$ cat src/logic/torque_map.svh
`ifndef TORQUE_MAP_SVH
`define TORQUE_MAP_SVH

// ==================================================================
// Register byte offsets
`define ADDR_CTRL          8'h00
`define ADDR_STATUS        8'h04
`define ADDR_FILTER        8'h08
`define ADDR_FULL_SCALE    8'h0C
`define ADDR_OFFSET        8'h10
`define ADDR_FPRESET_BASE  8'h14
`define ADDR_SPRESET_BASE  8'h20
`define ADDR_FORCE_CMD     8'h2C
`define ADDR_POS_BASE      8'h40
`define ADDR_POS_LAST      8'h5C

// ==================================================================
// Control register fields
`define CTRL_MODE_LSB      0
`define CTRL_ZERO_FORCE    4
`define CTRL_ZERO_SPEED    5
`define CTRL_FUNC_LSB      8

// ==================================================================
// Control mode settings
`define MODE_PULSE_POS     4'h1
`define MODE_STORED_POS    4'h2
`define MODE_SPEED         4'h3
`define MODE_FORCE         4'h4
`define MODE_PP_SPEED      4'h6
`define MODE_PP_FORCE      4'h7
`define MODE_SP_SPEED      4'h8
`define MODE_SP_FORCE      4'h9
`define MODE_SPEED_FORCE   4'hA

// ==================================================================
// Input function codes of the mode select pin
`define FUNC_NONE          5'h00
`define FUNC_POS_SPEED     5'h12
`define FUNC_SPEED_FORCE   5'h13
`define FUNC_POS_FORCE     5'h14

// ==================================================================
// Reset values
`define CTRL_RST           32'h0000_0004
`define FILTER_RST         4'h0
`define FULL_SCALE_RST     15'h0064
`define OFFSET_RST         16'h0000
`define PRESET_RST         16'h0000

// ==================================================================
// Analog scaling: full scale per 10 V, offset in millivolts
`define FS_VOLTS           40'sh00_0000_000A
`define MV_PER_V           40'sh00_0000_03E8

`endif

$ cat src/logic/torque_pkg.sv
package torque_pkg;

  typedef enum logic [1:0] {
    ST_SPEED    = 2'b00,
    ST_FORCE    = 2'b01,
    ST_POS_WAIT = 2'b10,
    ST_POS_MOVE = 2'b11
  } loop_state_t;

  typedef enum logic [1:0] {
    KIND_POS   = 2'b00,
    KIND_SPEED = 2'b01,
    KIND_FORCE = 2'b10
  } ctrl_kind_t;

endpackage : torque_pkg

$ cat src/logic/force_filter_if.sv
interface force_filter_if;
  logic signed [23:0] raw;
  logic        [3:0]  k;
  logic        [14:0] full_scale;
  logic signed [15:0] filt;

  modport src (output raw, output k, output full_scale, input filt);
  modport flt (input raw, input k, input full_scale, output filt);
endinterface : force_filter_if

$ cat src/logic/pos_table.sv
module pos_table #(
  parameter int WIDTH = 32,
  parameter int DEPTH = 8,
  parameter int AW    = 3
) (
  // Clock
  input  wire logic               clock,
  // Write port
  input  wire logic               wr_en,
  input  wire logic [WIDTH/8-1:0] wr_be,
  input  wire logic [AW-1:0]      wr_addr,
  input  wire logic [WIDTH-1:0]   wr_data,
  // Read ports, registered
  input  wire logic [AW-1:0]      rd_addr_a,
  output logic      [WIDTH-1:0]   rd_data_a,
  input  wire logic [AW-1:0]      rd_addr_b,
  output logic      [WIDTH-1:0]   rd_data_b
);

  // ==================================================================
  // One lane per byte so byte enables need no read-modify-write
  for (genvar b = 0; b < WIDTH / 8; b++) begin : g_lane
    logic [7:0] lane [DEPTH];

    always_ff @(posedge clock) begin
      if (wr_en && wr_be[b]) begin
        lane[wr_addr] <= wr_data[b*8 +: 8];
      end
      rd_data_a[b*8 +: 8] <= lane[rd_addr_a];
      rd_data_b[b*8 +: 8] <= lane[rd_addr_b];
    end
  end

endmodule : pos_table

$ cat src/logic/force_filter.sv
module force_filter (
  // Clock and reset
  input  wire logic       clock,
  input  wire logic       reset_n,
  // Filter channel
  force_filter_if.flt     ch
);

  logic signed [23:0] acc_r;
  logic signed [23:0] acc_nxt;
  logic signed [15:0] out_r;
  logic signed [15:0] out_nxt;
  logic signed [23:0] lim;
  logic signed [23:0] nlim;

  // ==================================================================
  // First-order low-pass, clamp on the smoothed value
  always_comb begin
    lim  = $signed({9'h000, ch.full_scale});
    nlim = -lim;
    if (ch.k == 4'h0) begin
      acc_nxt = ch.raw;
    end else begin
      acc_nxt = acc_r + ((ch.raw - acc_r) >>> ch.k);
    end
    // The raw input is not clamped, so limit the smoothed value afterwards
    if (acc_r > lim) begin
      out_nxt = lim[15:0];
    end else if (acc_r < nlim) begin
      out_nxt = nlim[15:0];
    end else begin
      out_nxt = acc_r[15:0];
    end
  end

  always_ff @(posedge clock or negedge reset_n) begin
    if (!reset_n) begin
      acc_r <= 24'h00_0000;
      out_r <= 16'h0000;
    end else begin
      acc_r <= acc_nxt;
      out_r <= out_nxt;
    end
  end

  assign ch.filt = out_r;

endmodule : force_filter

$ cat src/logic/torque_select.sv
`include "torque_map.svh"

module torque_select (
  // Clock and reset
  input  wire logic               clock,
  input  wire logic               reset_n,
  // Wishbone slave
  input  wire logic               wb_cyc_i,
  input  wire logic               wb_stb_i,
  input  wire logic               wb_we_i,
  input  wire logic [7:0]         wb_adr_i,
  input  wire logic [3:0]         wb_sel_i,
  input  wire logic [31:0]        wb_dat_i,
  output logic      [31:0]        wb_dat_o,
  output logic                    wb_ack_o,
  // Analog references, millivolts
  input  wire logic signed [15:0] force_analog_mv,
  input  wire logic signed [15:0] speed_analog_in,
  // Digital inputs
  input  wire logic               servo_enable,
  input  wire logic               force_source_sel0,
  input  wire logic               force_source_sel1,
  input  wire logic               speed_source_sel0,
  input  wire logic               speed_source_sel1,
  input  wire logic               pos_speed_mode_select,
  input  wire logic               cmd_trigger,
  input  wire logic [2:0]         pos_select,
  // Commands out
  output logic      [1:0]         ctrl_kind,
  output logic signed [15:0]      force_value,
  output logic                    force_is_limit,
  output logic signed [15:0]      speed_value,
  output logic      [31:0]        pos_target,
  output logic                    pos_hold,
  output logic                    pos_moving,
  output logic                    pos_from_pulse
);

  localparam int SI_FS0  = 0;
  localparam int SI_FS1  = 1;
  localparam int SI_SS0  = 2;
  localparam int SI_SS1  = 3;
  localparam int SI_MSEL = 4;
  localparam int SI_TRIG = 5;
  localparam int SI_EN   = 6;
  localparam int SI_PSEL = 7;
  localparam int SYNC_W  = 10;
  localparam logic signed [39:0] SCALE_DIV = `FS_VOLTS * `MV_PER_V;

  // Index 0..2 of a three-word preset group, 3 when outside it
  function automatic logic [1:0] preset_index(input logic [7:0] adr, input logic [7:0] base);
    logic [7:0] off;
    off = adr - base;
    if (adr >= base && off <= 8'h08) begin
      preset_index = off[3:2];
    end else begin
      preset_index = 2'h3;
    end
  endfunction : preset_index

  // ==================================================================
  // Input synchronisers
  logic [SYNC_W-1:0] meta_r;
  logic [SYNC_W-1:0] sync_r;
  logic              trig_prev_r;
  logic              trig_rise;

  always_ff @(posedge clock or negedge reset_n) begin
    if (!reset_n) begin
      meta_r      <= 10'h000;
      sync_r      <= 10'h000;
      trig_prev_r <= 1'b0;
    end else begin
      meta_r      <= {pos_select, servo_enable, cmd_trigger, pos_speed_mode_select,
                      speed_source_sel1, speed_source_sel0,
                      force_source_sel1, force_source_sel0};
      sync_r      <= meta_r;
      trig_prev_r <= sync_r[SI_TRIG];
    end
  end

  assign trig_rise = sync_r[SI_TRIG] && !trig_prev_r;

  // ==================================================================
  // Registers and bus slave
  logic        [31:0] ctrl_r;
  logic        [31:0] ctrl_nxt;
  logic        [3:0]  filter_r;
  logic        [3:0]  filter_nxt;
  logic        [14:0] full_scale_r;
  logic        [14:0] full_scale_nxt;
  logic signed [15:0] offset_r;
  logic signed [15:0] offset_nxt;
  logic signed [15:0] fpreset_r   [3];
  logic signed [15:0] fpreset_nxt [3];
  logic signed [15:0] spreset_r   [3];
  logic signed [15:0] spreset_nxt [3];
  logic               ack_r;
  logic               ack_nxt;
  logic               wait_r;
  logic               wait_nxt;
  logic        [31:0] dat_r;
  logic        [31:0] dat_nxt;
  logic        [31:0] rd_mux;
  logic        [31:0] wr_word;
  logic        [31:0] status;
  logic        [31:0] tbl_rd_a;
  logic        [31:0] tbl_rd_b;
  logic               req;
  logic               tbl_hit;
  logic               tbl_wr;
  logic        [7:0]  adr;
  logic        [1:0]  fp_idx;
  logic        [1:0]  sp_idx;

  torque_pkg::loop_state_t state_r;
  torque_pkg::loop_state_t state_nxt;
  torque_pkg::ctrl_kind_t  kind_r;
  torque_pkg::ctrl_kind_t  kind_nxt;
  logic                    pulse_r;
  logic                    pulse_nxt;

  assign adr     = {wb_adr_i[7:2], 2'b00};
  assign req     = wb_cyc_i && wb_stb_i && !ack_r;
  assign tbl_hit = adr >= `ADDR_POS_BASE && adr <= `ADDR_POS_LAST;
  assign fp_idx  = preset_index(adr, `ADDR_FPRESET_BASE);
  assign sp_idx  = preset_index(adr, `ADDR_SPRESET_BASE);
  assign status  = {26'h000_0000, pulse_r, sync_r[SI_EN], state_r, kind_r};

  always_comb begin
    if (adr == `ADDR_CTRL) begin
      rd_mux = ctrl_r;
    end else if (adr == `ADDR_STATUS) begin
      rd_mux = status;
    end else if (adr == `ADDR_FILTER) begin
      rd_mux = {28'h000_0000, filter_r};
    end else if (adr == `ADDR_FULL_SCALE) begin
      rd_mux = {17'h0_0000, full_scale_r};
    end else if (adr == `ADDR_OFFSET) begin
      rd_mux = {16'h0000, offset_r};
    end else if (fp_idx != 2'h3) begin
      rd_mux = {16'h0000, fpreset_r[fp_idx]};
    end else if (sp_idx != 2'h3) begin
      rd_mux = {16'h0000, spreset_r[sp_idx]};
    end else if (adr == `ADDR_FORCE_CMD) begin
      rd_mux = {16'h0000, force_value};
    end else begin
      rd_mux = 32'h0000_0000;
    end
  end

  always_comb begin
    for (int b = 0; b < 4; b++) begin
      wr_word[b*8 +: 8] = wb_sel_i[b] ? wb_dat_i[b*8 +: 8] : rd_mux[b*8 +: 8];
    end
  end

  always_comb begin
    ctrl_nxt       = ctrl_r;
    filter_nxt     = filter_r;
    full_scale_nxt = full_scale_r;
    offset_nxt     = offset_r;
    fpreset_nxt    = fpreset_r;
    spreset_nxt    = spreset_r;
    dat_nxt        = dat_r;
    ack_nxt        = 1'b0;
    wait_nxt       = 1'b0;
    tbl_wr         = 1'b0;
    if (req) begin
      // Table reads need one extra cycle for the registered memory
      if (tbl_hit && !wb_we_i && !wait_r) begin
        wait_nxt = 1'b1;
      end else begin
        ack_nxt = 1'b1;
        if (!wb_we_i) begin
          dat_nxt = tbl_hit ? tbl_rd_a : rd_mux;
        end else if (adr == `ADDR_CTRL) begin
          ctrl_nxt = wr_word;
        end else if (adr == `ADDR_FILTER) begin
          filter_nxt = wr_word[3:0];
        end else if (adr == `ADDR_FULL_SCALE) begin
          full_scale_nxt = wr_word[14:0];
        end else if (adr == `ADDR_OFFSET) begin
          offset_nxt = wr_word[15:0];
        end else if (fp_idx != 2'h3) begin
          fpreset_nxt[fp_idx] = wr_word[15:0];
        end else if (sp_idx != 2'h3) begin
          spreset_nxt[sp_idx] = wr_word[15:0];
        end else if (tbl_hit) begin
          tbl_wr = 1'b1;
        end
      end
    end
  end

  always_ff @(posedge clock or negedge reset_n) begin
    if (!reset_n) begin
      ctrl_r       <= `CTRL_RST;
      filter_r     <= `FILTER_RST;
      full_scale_r <= `FULL_SCALE_RST;
      offset_r     <= `OFFSET_RST;
      fpreset_r    <= '{default: `PRESET_RST};
      spreset_r    <= '{default: `PRESET_RST};
      ack_r        <= 1'b0;
      wait_r       <= 1'b0;
      dat_r        <= 32'h0000_0000;
    end else begin
      ctrl_r       <= ctrl_nxt;
      filter_r     <= filter_nxt;
      full_scale_r <= full_scale_nxt;
      offset_r     <= offset_nxt;
      fpreset_r    <= fpreset_nxt;
      spreset_r    <= spreset_nxt;
      ack_r        <= ack_nxt;
      wait_r       <= wait_nxt;
      dat_r        <= dat_nxt;
    end
  end

  assign wb_ack_o = ack_r;
  assign wb_dat_o = dat_r;

  pos_table #(.WIDTH(32), .DEPTH(8), .AW(3)) u_pos_table (
    .clock     (clock),
    .wr_en     (tbl_wr),
    .wr_be     (wb_sel_i),
    .wr_addr   (adr[4:2]),
    .wr_data   (wb_dat_i),
    .rd_addr_a (adr[4:2]),
    .rd_data_a (tbl_rd_a),
    .rd_addr_b (sync_r[SI_PSEL +: 3]),
    .rd_data_b (tbl_rd_b)
  );

  // ==================================================================
  // Analog force scaling and filter
  force_filter_if     fch ();
  logic signed [16:0] diff_mv;
  logic signed [39:0] prod;
  logic signed [39:0] quot;

  always_comb begin
    diff_mv = 17'(force_analog_mv) - 17'(offset_r);
    prod    = 40'(diff_mv) * $signed({25'h000_0000, full_scale_r});
    quot    = prod / SCALE_DIV;
  end

  assign fch.raw        = quot[23:0];
  assign fch.k          = filter_r;
  assign fch.full_scale = full_scale_r;

  force_filter u_force_filter (
    .clock   (clock),
    .reset_n (reset_n),
    .ch      (fch)
  );

  // ==================================================================
  // Control mode selection
  logic [3:0]             mode;
  logic [4:0]             need_func;
  logic                   msel;
  logic                   stored;
  torque_pkg::ctrl_kind_t kind0;
  torque_pkg::ctrl_kind_t kind1;
  torque_pkg::ctrl_kind_t want;
  logic                   load_r;
  logic                   load_nxt;

  assign mode = ctrl_r[`CTRL_MODE_LSB +: 4];

  always_comb begin
    need_func = `FUNC_NONE;
    kind0     = torque_pkg::KIND_SPEED;
    kind1     = torque_pkg::KIND_SPEED;
    stored    = 1'b0;
    case (mode)
      `MODE_PP_SPEED, `MODE_SP_SPEED: begin
        need_func = `FUNC_POS_SPEED;
        kind1     = torque_pkg::KIND_POS;
        stored    = mode == `MODE_SP_SPEED;
      end
      `MODE_PP_FORCE, `MODE_SP_FORCE: begin
        need_func = `FUNC_POS_FORCE;
        kind0     = torque_pkg::KIND_FORCE;
        kind1     = torque_pkg::KIND_POS;
        stored    = mode == `MODE_SP_FORCE;
      end
      `MODE_SPEED_FORCE: begin
        need_func = `FUNC_SPEED_FORCE;
        kind1     = torque_pkg::KIND_FORCE;
      end
      `MODE_PULSE_POS, `MODE_STORED_POS: begin
        kind0  = torque_pkg::KIND_POS;
        kind1  = torque_pkg::KIND_POS;
        stored = mode == `MODE_STORED_POS;
      end
      `MODE_FORCE: begin
        kind0 = torque_pkg::KIND_FORCE;
        kind1 = torque_pkg::KIND_FORCE;
      end
      default: begin
        kind0 = torque_pkg::KIND_SPEED;
      end
    endcase
    // Unassigned pin or disabled servo leaves the dual mode in mode 0
    msel = need_func != `FUNC_NONE
        && ctrl_r[`CTRL_FUNC_LSB +: 5] == need_func
        && sync_r[SI_EN] && sync_r[SI_MSEL];
    want = msel ? kind1 : kind0;
  end

  always_comb begin
    state_nxt = state_r;
    load_nxt  = 1'b0;
    case (want)
      torque_pkg::KIND_POS: begin
        if (!stored) begin
          state_nxt = torque_pkg::ST_POS_MOVE;
        end else if (trig_rise && state_r != torque_pkg::ST_SPEED
                     && state_r != torque_pkg::ST_FORCE) begin
          state_nxt = torque_pkg::ST_POS_MOVE;
          load_nxt  = 1'b1;
        end else if (state_r == torque_pkg::ST_SPEED || state_r == torque_pkg::ST_FORCE) begin
          state_nxt = torque_pkg::ST_POS_WAIT;
        end
      end
      torque_pkg::KIND_FORCE: begin
        state_nxt = torque_pkg::ST_FORCE;
      end
      default: begin
        state_nxt = torque_pkg::ST_SPEED;
      end
    endcase
  end

  // ==================================================================
  // Command outputs
  logic        [1:0]  fcode;
  logic        [1:0]  scode;
  logic signed [15:0] force_nxt;
  logic signed [15:0] speed_nxt;
  logic        [31:0] target_nxt;

  assign fcode = {sync_r[SI_FS1], sync_r[SI_FS0]};
  assign scode = {sync_r[SI_SS1], sync_r[SI_SS0]};

  always_comb begin
    if (fcode != 2'b00) begin
      force_nxt = fpreset_r[fcode - 2'b01];
    end else if (ctrl_r[`CTRL_ZERO_FORCE]) begin
      force_nxt = 16'h0000;
    end else begin
      force_nxt = fch.filt;
    end
    if (scode != 2'b00) begin
      speed_nxt = spreset_r[scode - 2'b01];
    end else if (ctrl_r[`CTRL_ZERO_SPEED]) begin
      speed_nxt = 16'h0000;
    end else begin
      speed_nxt = speed_analog_in;
    end
    target_nxt = load_r ? tbl_rd_b : pos_target;
    pulse_nxt  = state_nxt == torque_pkg::ST_POS_MOVE && !stored;
    case (state_nxt)
      torque_pkg::ST_FORCE: kind_nxt = torque_pkg::KIND_FORCE;
      torque_pkg::ST_SPEED: kind_nxt = torque_pkg::KIND_SPEED;
      default:              kind_nxt = torque_pkg::KIND_POS;
    endcase
  end

  always_ff @(posedge clock or negedge reset_n) begin
    if (!reset_n) begin
      state_r        <= torque_pkg::ST_SPEED;
      kind_r         <= torque_pkg::KIND_SPEED;
      pulse_r        <= 1'b0;
      load_r         <= 1'b0;
      force_value    <= 16'h0000;
      force_is_limit <= 1'b1;
      speed_value    <= 16'h0000;
      pos_target     <= 32'h0000_0000;
    end else begin
      state_r        <= state_nxt;
      kind_r         <= kind_nxt;
      pulse_r        <= pulse_nxt;
      load_r         <= load_nxt;
      force_value    <= force_nxt;
      force_is_limit <= state_nxt != torque_pkg::ST_FORCE;
      speed_value    <= speed_nxt;
      pos_target     <= target_nxt;
    end
  end

  assign ctrl_kind      = kind_r;
  assign pos_hold       = state_r == torque_pkg::ST_POS_WAIT;
  assign pos_moving     = state_r == torque_pkg::ST_POS_MOVE;
  assign pos_from_pulse = pulse_r;

endmodule : torque_select

$ cat config.mk
export PLATFORM = sky130hd
export DESIGN_NAME = torque_select
export DESIGN_NICKNAME = d
export VERILOG_FILES = /design/src/logic/torque_pkg.sv /design/src/logic/force_filter_if.sv /design/src/logic/pos_table.sv /design/src/logic/force_filter.sv /design/src/logic/torque_select.sv
export VERILOG_INCLUDE_DIRS = /design/src /design/src/logic
export SDC_FILE = /design/constraint.sdc
export NUM_CORES = 2
export LEC_CHECK = 0
export BUFFER_PORTS_ARGS = -buffer_cell sky130_fd_sc_hd__buf_2
export CORE_MARGIN = 8
export CORE_UTILIZATION = 58
export CTS_CLUSTER_DIAMETER = 30
export CTS_CLUSTER_SIZE = 10
export DETAILED_ROUTE_END_ITERATION = 8
export HOLD_SLACK_MARGIN = 0.02
export PLACE_DENSITY = 0.77
export SLEW_MARGIN = 10
export SYNTH_ARGS = -nofsm -noshare
export SYNTH_HDL_FRONTEND = slang
export SYNTH_SLANG_ARGS = --single-unit
export TNS_END_PERCENT = 100
$ cat constraint.sdc
create_clock -name clock -period 34.2 [get_ports clock]
set_clock_uncertainty 0.05 [all_clocks]
set_input_delay 0 -clock clock [delete_from_list [all_inputs] [get_ports clock]]
set_output_delay 0 -clock clock [all_outputs]
set_load 0.01 [all_outputs]
Word level (Yosys, flattened, before mapping)
Memories as Yosys holds them, arrays and structs flattened. A register that Yosys moved wholly into a read port is not among the register bits.
Index checks and enable logic that the tools add are counted.
{ "word_totals": {"mem_bits_rw": 256, "out_inout_bits": 103, "input_bits": 91, "n_memories": 4, "word_cells": 213, "regBits": 329} }
{ "classes": {"n_lt_le_gt_ge": 14, "n_shift": 1, "div": 1, "n_bitwise": 11, "add_sub_neg": 8, "n_eq_ne": 24, "n_reduce_logical": 48, "n_mul": 1, "muxes": 75} }
{ "memory_table": {"columns": ["name", "words", "width", "read_ports", "rd_ports_with_merged_regs", "write_ports", "line_no", "rtl"], "rows": [
  ["u_pos_table.g_lane[0].lane", 8, 8, 2, 2, 1, "pos_table.sv:23", "logic [7:0] lane [DEPTH];"],
  ["u_pos_table.g_lane[1].lane", 8, 8, 2, 2, 1, "pos_table.sv:23", null],
  ["u_pos_table.g_lane[2].lane", 8, 8, 2, 2, 1, "pos_table.sv:23", null],
  ["u_pos_table.g_lane[3].lane", 8, 8, 2, 2, 1, "pos_table.sv:23", null]
]} }
{ "ops": {"columns": ["operator", "count"], "rows": [
  ["$mux 16", 23],
  ["$bmux 16 s2", 4],
  ["$bwmux 48", 2],
  ["$demux 16 s2", 2],
  ["$mux 32", 2],
  ["$div 40x15->40 const B", 1],
  ["$mul 17x16->33", 1],
  ["$mux 8", 4],
  ["$mux 1", 25],
  ["$add 24x24->24", 1],
  ["$gt 24x16->1", 1],
  ["$lt 24x24->1", 1],
  ["$mux 24", 1],
  ["$neg 15->24", 1],
  ["$sshr 24x4->24", 1],
  ["$sub 24x24->24", 1],
  ["$logic_and 1x1->1", 20],
  ["$sub 16x16->17", 1],
  ["$le 8x4->1 const B", 2],
  ["$pmux 2 s2", 4],
  ["$pmux 5 s3", 1],
  ["$eq 4x3->1 const B", 3],
  ["$eq 4x4->1 const B", 3],
  ["$eq 6x2->1 const B", 2],
  ["other kinds (40)", 76]
]} }

Longest topological paths before layout
{ "depth": {"depth_word": 17, "mapped_depth": 176, "mapped_depth_nobuf": 159} }

Cells and area by module
Synthesis repeated with hierarchy kept, for this count alone.
{ "unflattened": {"hier_cells": 5355, "hier_area_um2": 53002.1} }
{ "modules_own_cells": {"columns": ["module", "instances", "area_each_um2", "seq_area_each_um2", "cells_each"], "rows": [
  ["torque_select", 1, 32964.1, 7239.4, 3903],
  ["pos_table", 1, 13320.3, 8968.6, 592],
  ["force_filter", 1, 6717.7, 1001.0, 860]
]} }

Least setup slack after synthesis
Ideal clock, no wire load.
{ "synth_path": {"path_kind": "register -> register", "start": "register offset_r[2]", "end": "register u_force_filter.acc_r[22]", "path_stages_with_launch": 162, "required_time_ns": 34.007, "synth_period_minus_slack_ns": 34.091, "slack_ns": 0.109, "setup_time_ns": 0.143, "arrival_ns": 33.898, "n_path_buf": 13, "path_cell_list": "dfrtp_1 > inv_1 > ha_1 > nor2b_1 > o21ai_0 > nand2b_1 > a21o_1 > a21o_1 > a21o_1 > a21o_1 > a21o_1 > a21o_1 > a21o_1 > a21o_1 > a21oi_1 > nor2_1 > nor2_1 > o21ai_0 > [... 126 more ...] > o21ai_0 > nand2_1 > and2_1 > o21ai_0 > nand2_1 > and2_1 > o21ai_0 > nand2_1 > and2_1 > o21ai_0 > nand2b_1 > a21oi_1 > o21bai_1 > a21oi_1 > nor2_1 > nor2_1 > xor2_1 > o21ai_0"} }
{ "synth_via": {"elab_chain_len": 7} }
{ "synth_rtl": {"columns": ["item", "line_no", "rtl"], "rows": [
  ["from (decl)", "torque_select.sv:92", "logic signed [15:0] offset_r;"],
  ["from (signal assigned)", "torque_select.sv:201", "offset_r <= `OFFSET_RST;"],
  ["from (signal assigned)", "torque_select.sv:211", "offset_r <= offset_nxt;"],
  ["$sub 16x16->17 (*)", "torque_select.sv:243", "diff_mv = 17'(force_analog_mv) - 17'(offset_r);"],
  ["$mul 17x16->33 (*)", "torque_select.sv:244", "prod = 40'(diff_mv) * $signed({25'h000_0000, full_scale_r});"],
  ["$div 40x15->40 (*)", "torque_select.sv:245", "quot = prod / SCALE_DIV;"],
  ["$sub 24x24->24", "force_filter.sv:24", "acc_nxt = acc_r + ((ch.raw - acc_r) >>> ch.k);"],
  ["$sshr 24x4->24", "force_filter.sv:24", null],
  ["$add 24x24->24", "force_filter.sv:24", null],
  ["$mux 24 (*)", "force_filter.sv:21", "if (ch.k == 4'h0) begin"],
  ["via u_force_filter.acc_nxt[22]", "force_filter.sv:10", "logic signed [23:0] acc_nxt;"],
  ["to (signal assigned)", "force_filter.sv:41", "acc_r <= acc_nxt;"],
  ["to (decl)", "force_filter.sv:9", "logic signed [23:0] acc_r;"]
]} }
Mark *: on every way through the listed nets, which the timed path passes. The rest lies on a longest branch.
A chain may end at the register's enable or synchronous reset.

Final worst setup path
{ "layout_path": {"start": "register offset_r[1]", "end": "register u_force_filter.acc_r[23]"} }
Same word-level chain as after synthesis.

==> qor.txt <==
Setup repair after global routing missed its margin -> yes
Share of the synthesized area in the top cell type -> 0.155
TritonCTS buffer count -> 94
Grt ovf -> 0
Asr flop ratio synth -> 0.507
Leading post-synthesis cells by cell area -> dfrtp_1 15%, edfxtp_1 15%, fa_1 9.8%, ha_1 4.7%, nand2_1 3.8%
Crit start category -> flip-flop
WHS -> -0.0385 ns
Worst Path Buf+Inv -> 25
FF-to-FF setup slack -> 0.88 ns
Non-Filler Instances -> 7495
Synth Area in Compound Gates -> 0.186
Rows -> 110
Initial drt markers -> 5611
Final design area excluding fillers -> 64700 um^2
CTS tree -> done
CTS clock-pin slew for the worst setup and hold paths -> 0.06 ns
Synth Area in XOR/XNOR -> 0.0452
Final WL -> 173 mm
Final setup fails -> 0
Post-DP Area -> 57600 um^2
Die height -> 316 um
DP Wirelength -> 114 mm
Type of the worst min-delay path -> in -> async
Yosys reg bits -> 649
Port Buffers -> 191
EDFF count, synth -> 256
Via-per-instance ratio -> 6.47
CP delay by family, top -> compound AO/OA/AOI/OAI gates
Maxcap violations -> 0
Post-synthesis sequential area ratio -> 0.330
Finished Core Util -> 0.722
Adder-cell area share of the yosys netlist -> 0.148
WP data required -> 34.64 ns
Synth warnings -> 0
Clock sink count -> 649
First-pass GRT wire length -> 260 mm
Gp weighted congestion -> 0.943
Area grow syn2layout -> 23.8%
CP dominant cell by count -> buf_4
Area leader, netlist -> dfrtp_1
Worst Tran Pin Value -> 1.28 ns
Slowest cell on crit path -> fa_1
Slew headroom -> 0.121
DR vias -> 48500
CTS root buf -> clkbuf_16
Vias in the first global route -> 47800
Largest stage delay on the critical path -> 0.58 ns
Failing checks -> negative hold slack
Synth cell types -> 156
Cells after Synth -> 5479
Max Transition Viols Final -> 0
Layout cells sized above 1 -> 0.268
Crit. End Element -> flip-flop
Critical Path AT -> 33.76 ns
Syn_area_per_cell -> 9.53 um^2
Mapped cell area -> 52200 um^2
Largest family of logic cells by synthesized area -> compound AO/OA/AOI/OAI gates
Placed Cells -> 7097
Post-synthesis mux area share -> 0.0831
Number of remaining DRC errors -> 0
Minimum clock period -> 33.32 ns
IO Count -> 194
Max Clk Rate -> 30.0 MHz
Initial antenna violation count -> 7
Initial Util -> 0.583
Final nets -> 6775
Core area -> 89600 um^2
Outcome -> finished with violations
Clock buffer depth -> 3
Crit Path Max Fanout -> 8
CP Class -> reg -> reg
Die ar. -> 99900 um^2
Final Hold Vio Count -> 23
Die span in x -> 316 um
First-pass iteration count of the detailed router -> 6
Top_reg_cell synth -> dfrtp_1
H-tree Lvls -> 3
Commonest cells post-synth -> 533 x nand2_1, 456 x inv_1, 426 x nor2_1, 323 x dfrtp_1, 319 x o21ai_0
Largest net degree at the start of global routing -> 140
Crit share post-route -> 0.974
Number of routed nets with antenna violations -> 0
Most frequent cell after synthesis -> nand2_1
Worst-skew pair later-pin latency -> 0.65 ns
Drt wl/cell -> 23.1 um
GRT Overall Usage -> 0.325
Syn_nets -> 6023
Simple-gate area share of the yosys netlist -> 0.150
## per-layer routing
metal,part of all wire,track usage,up-vias
li1,-,-,21200
met1,0.35,0.384,23400
met2,0.48,0.557,3052
met3,0.094,0.0602,860
met4,0.067,0.181,2
met5,0.000052,0,-
## path summary, 6_finish.rpt
kind | start | end | cells past startpoint
worst max-delay path | offset_r[1] | u_force_filter.acc_r[23] | 167
worst min-delay path | reset_n | meta_r[2] | 2
max in group asynchronous | reset_n | sync_r[7] | 4
worst min register to register | meta_r[1] | sync_r[1] | 0
worst max register to register | offset_r[1] | u_force_filter.acc_r[23] | 167
min in group clock | speed_analog_in[10] | speed_value[10] | 4
## worst register-to-register path, delay by kind of cell, from the launching register on
family	cells	cell delay, ns
flops	1	0.35
buf+inv	25	3.54
mux	6	1.41
compound gates	88	15.39
xor+xnor	5	0.69
simple gates	32	7.30
fa+ha+maj	11	4.49
## placed cells by master, fill, tap and decap left out, types with 76 or more instances in the layout
cell / instances
buf_2: 192
edfxtp_1: 256
o21ai_0: 294
clkbuf_16: 96
a21oi_1: 229
xnor2_1: 134
nand2_1: 528
mux2_2: 97
buf_4: 647
a22oi_1: 132
a31oi_1: 76
fa_1: 246
nor2_1: 405
mux2i_1: 144
dfrtp_1: 321
and2_1: 120
inv_1: 449
ha_1: 182
## final cells by class
class	count	area (um^2)
fillers	5934	24900
flip-flops and latches	649	17200
multi-input cells	4079	34100
inverters	467	1750
clock inverters	42	543
clock buffers	134	2700
diodes	8	20.0
repair buffers	940	6890
well taps	1176	1470
## kinds of logic (layout without fill, tap and decap cells)
kind of cell | count (synthesis) | count (layout)
xor+xnor | 254 | 255
flops | 649 | 649
buf+inv | 753 | 1583
simple gates | 1612 | 1612
fa+ha+maj | 469 | 469
compound gates | 1413 | 1414
mux | 329 | 329
other cells | 0 | 8
## repair_timing
action	in CTS	in global routing
buffers inserted	1	134
hold endpoints to repair	521	0
hold buffers	74	0
setup endpoints to repair	3	18
pin swaps	1	231
cloned	0	5
gates resized for setup	25	390
## stage by stage
step / worst slack [ns] / setup TNS [ns]
2_1_floorplan: 0.109 / 0
3_3_place_gp: 0.582 / 0
3_5_place_dp: -0.0781 / -0.134
4_1_cts: 0.0443 / 0
5_1_grt: -0.895 / -3.33
6_report: 0.876 / 0
## sequential cells by signal, indices dropped and copies added, names as in the netlist, 2 cells and up
signal / count
ctrl_kind: 2
ctrl_r: 32
fch.full_scale: 15
fch.k: 4
force_value: 16
fpreset_r: 48
meta_r: 10
offset_r: 16
pos_target: 32
speed_value: 16
spreset_r: 48
state_r: 2
sync_r: 10
u_force_filter.acc_r: 24
u_force_filter.ch.filt: 16
u_pos_table.g_lane.lane: 256
u_pos_table.rd_data_a: 32
u_pos_table.rd_data_b: 32
wb_dat_o: 32
Power is not shown: default switching activity piles up to over one toggle a cycle in this logic, so the estimate is an artifact.
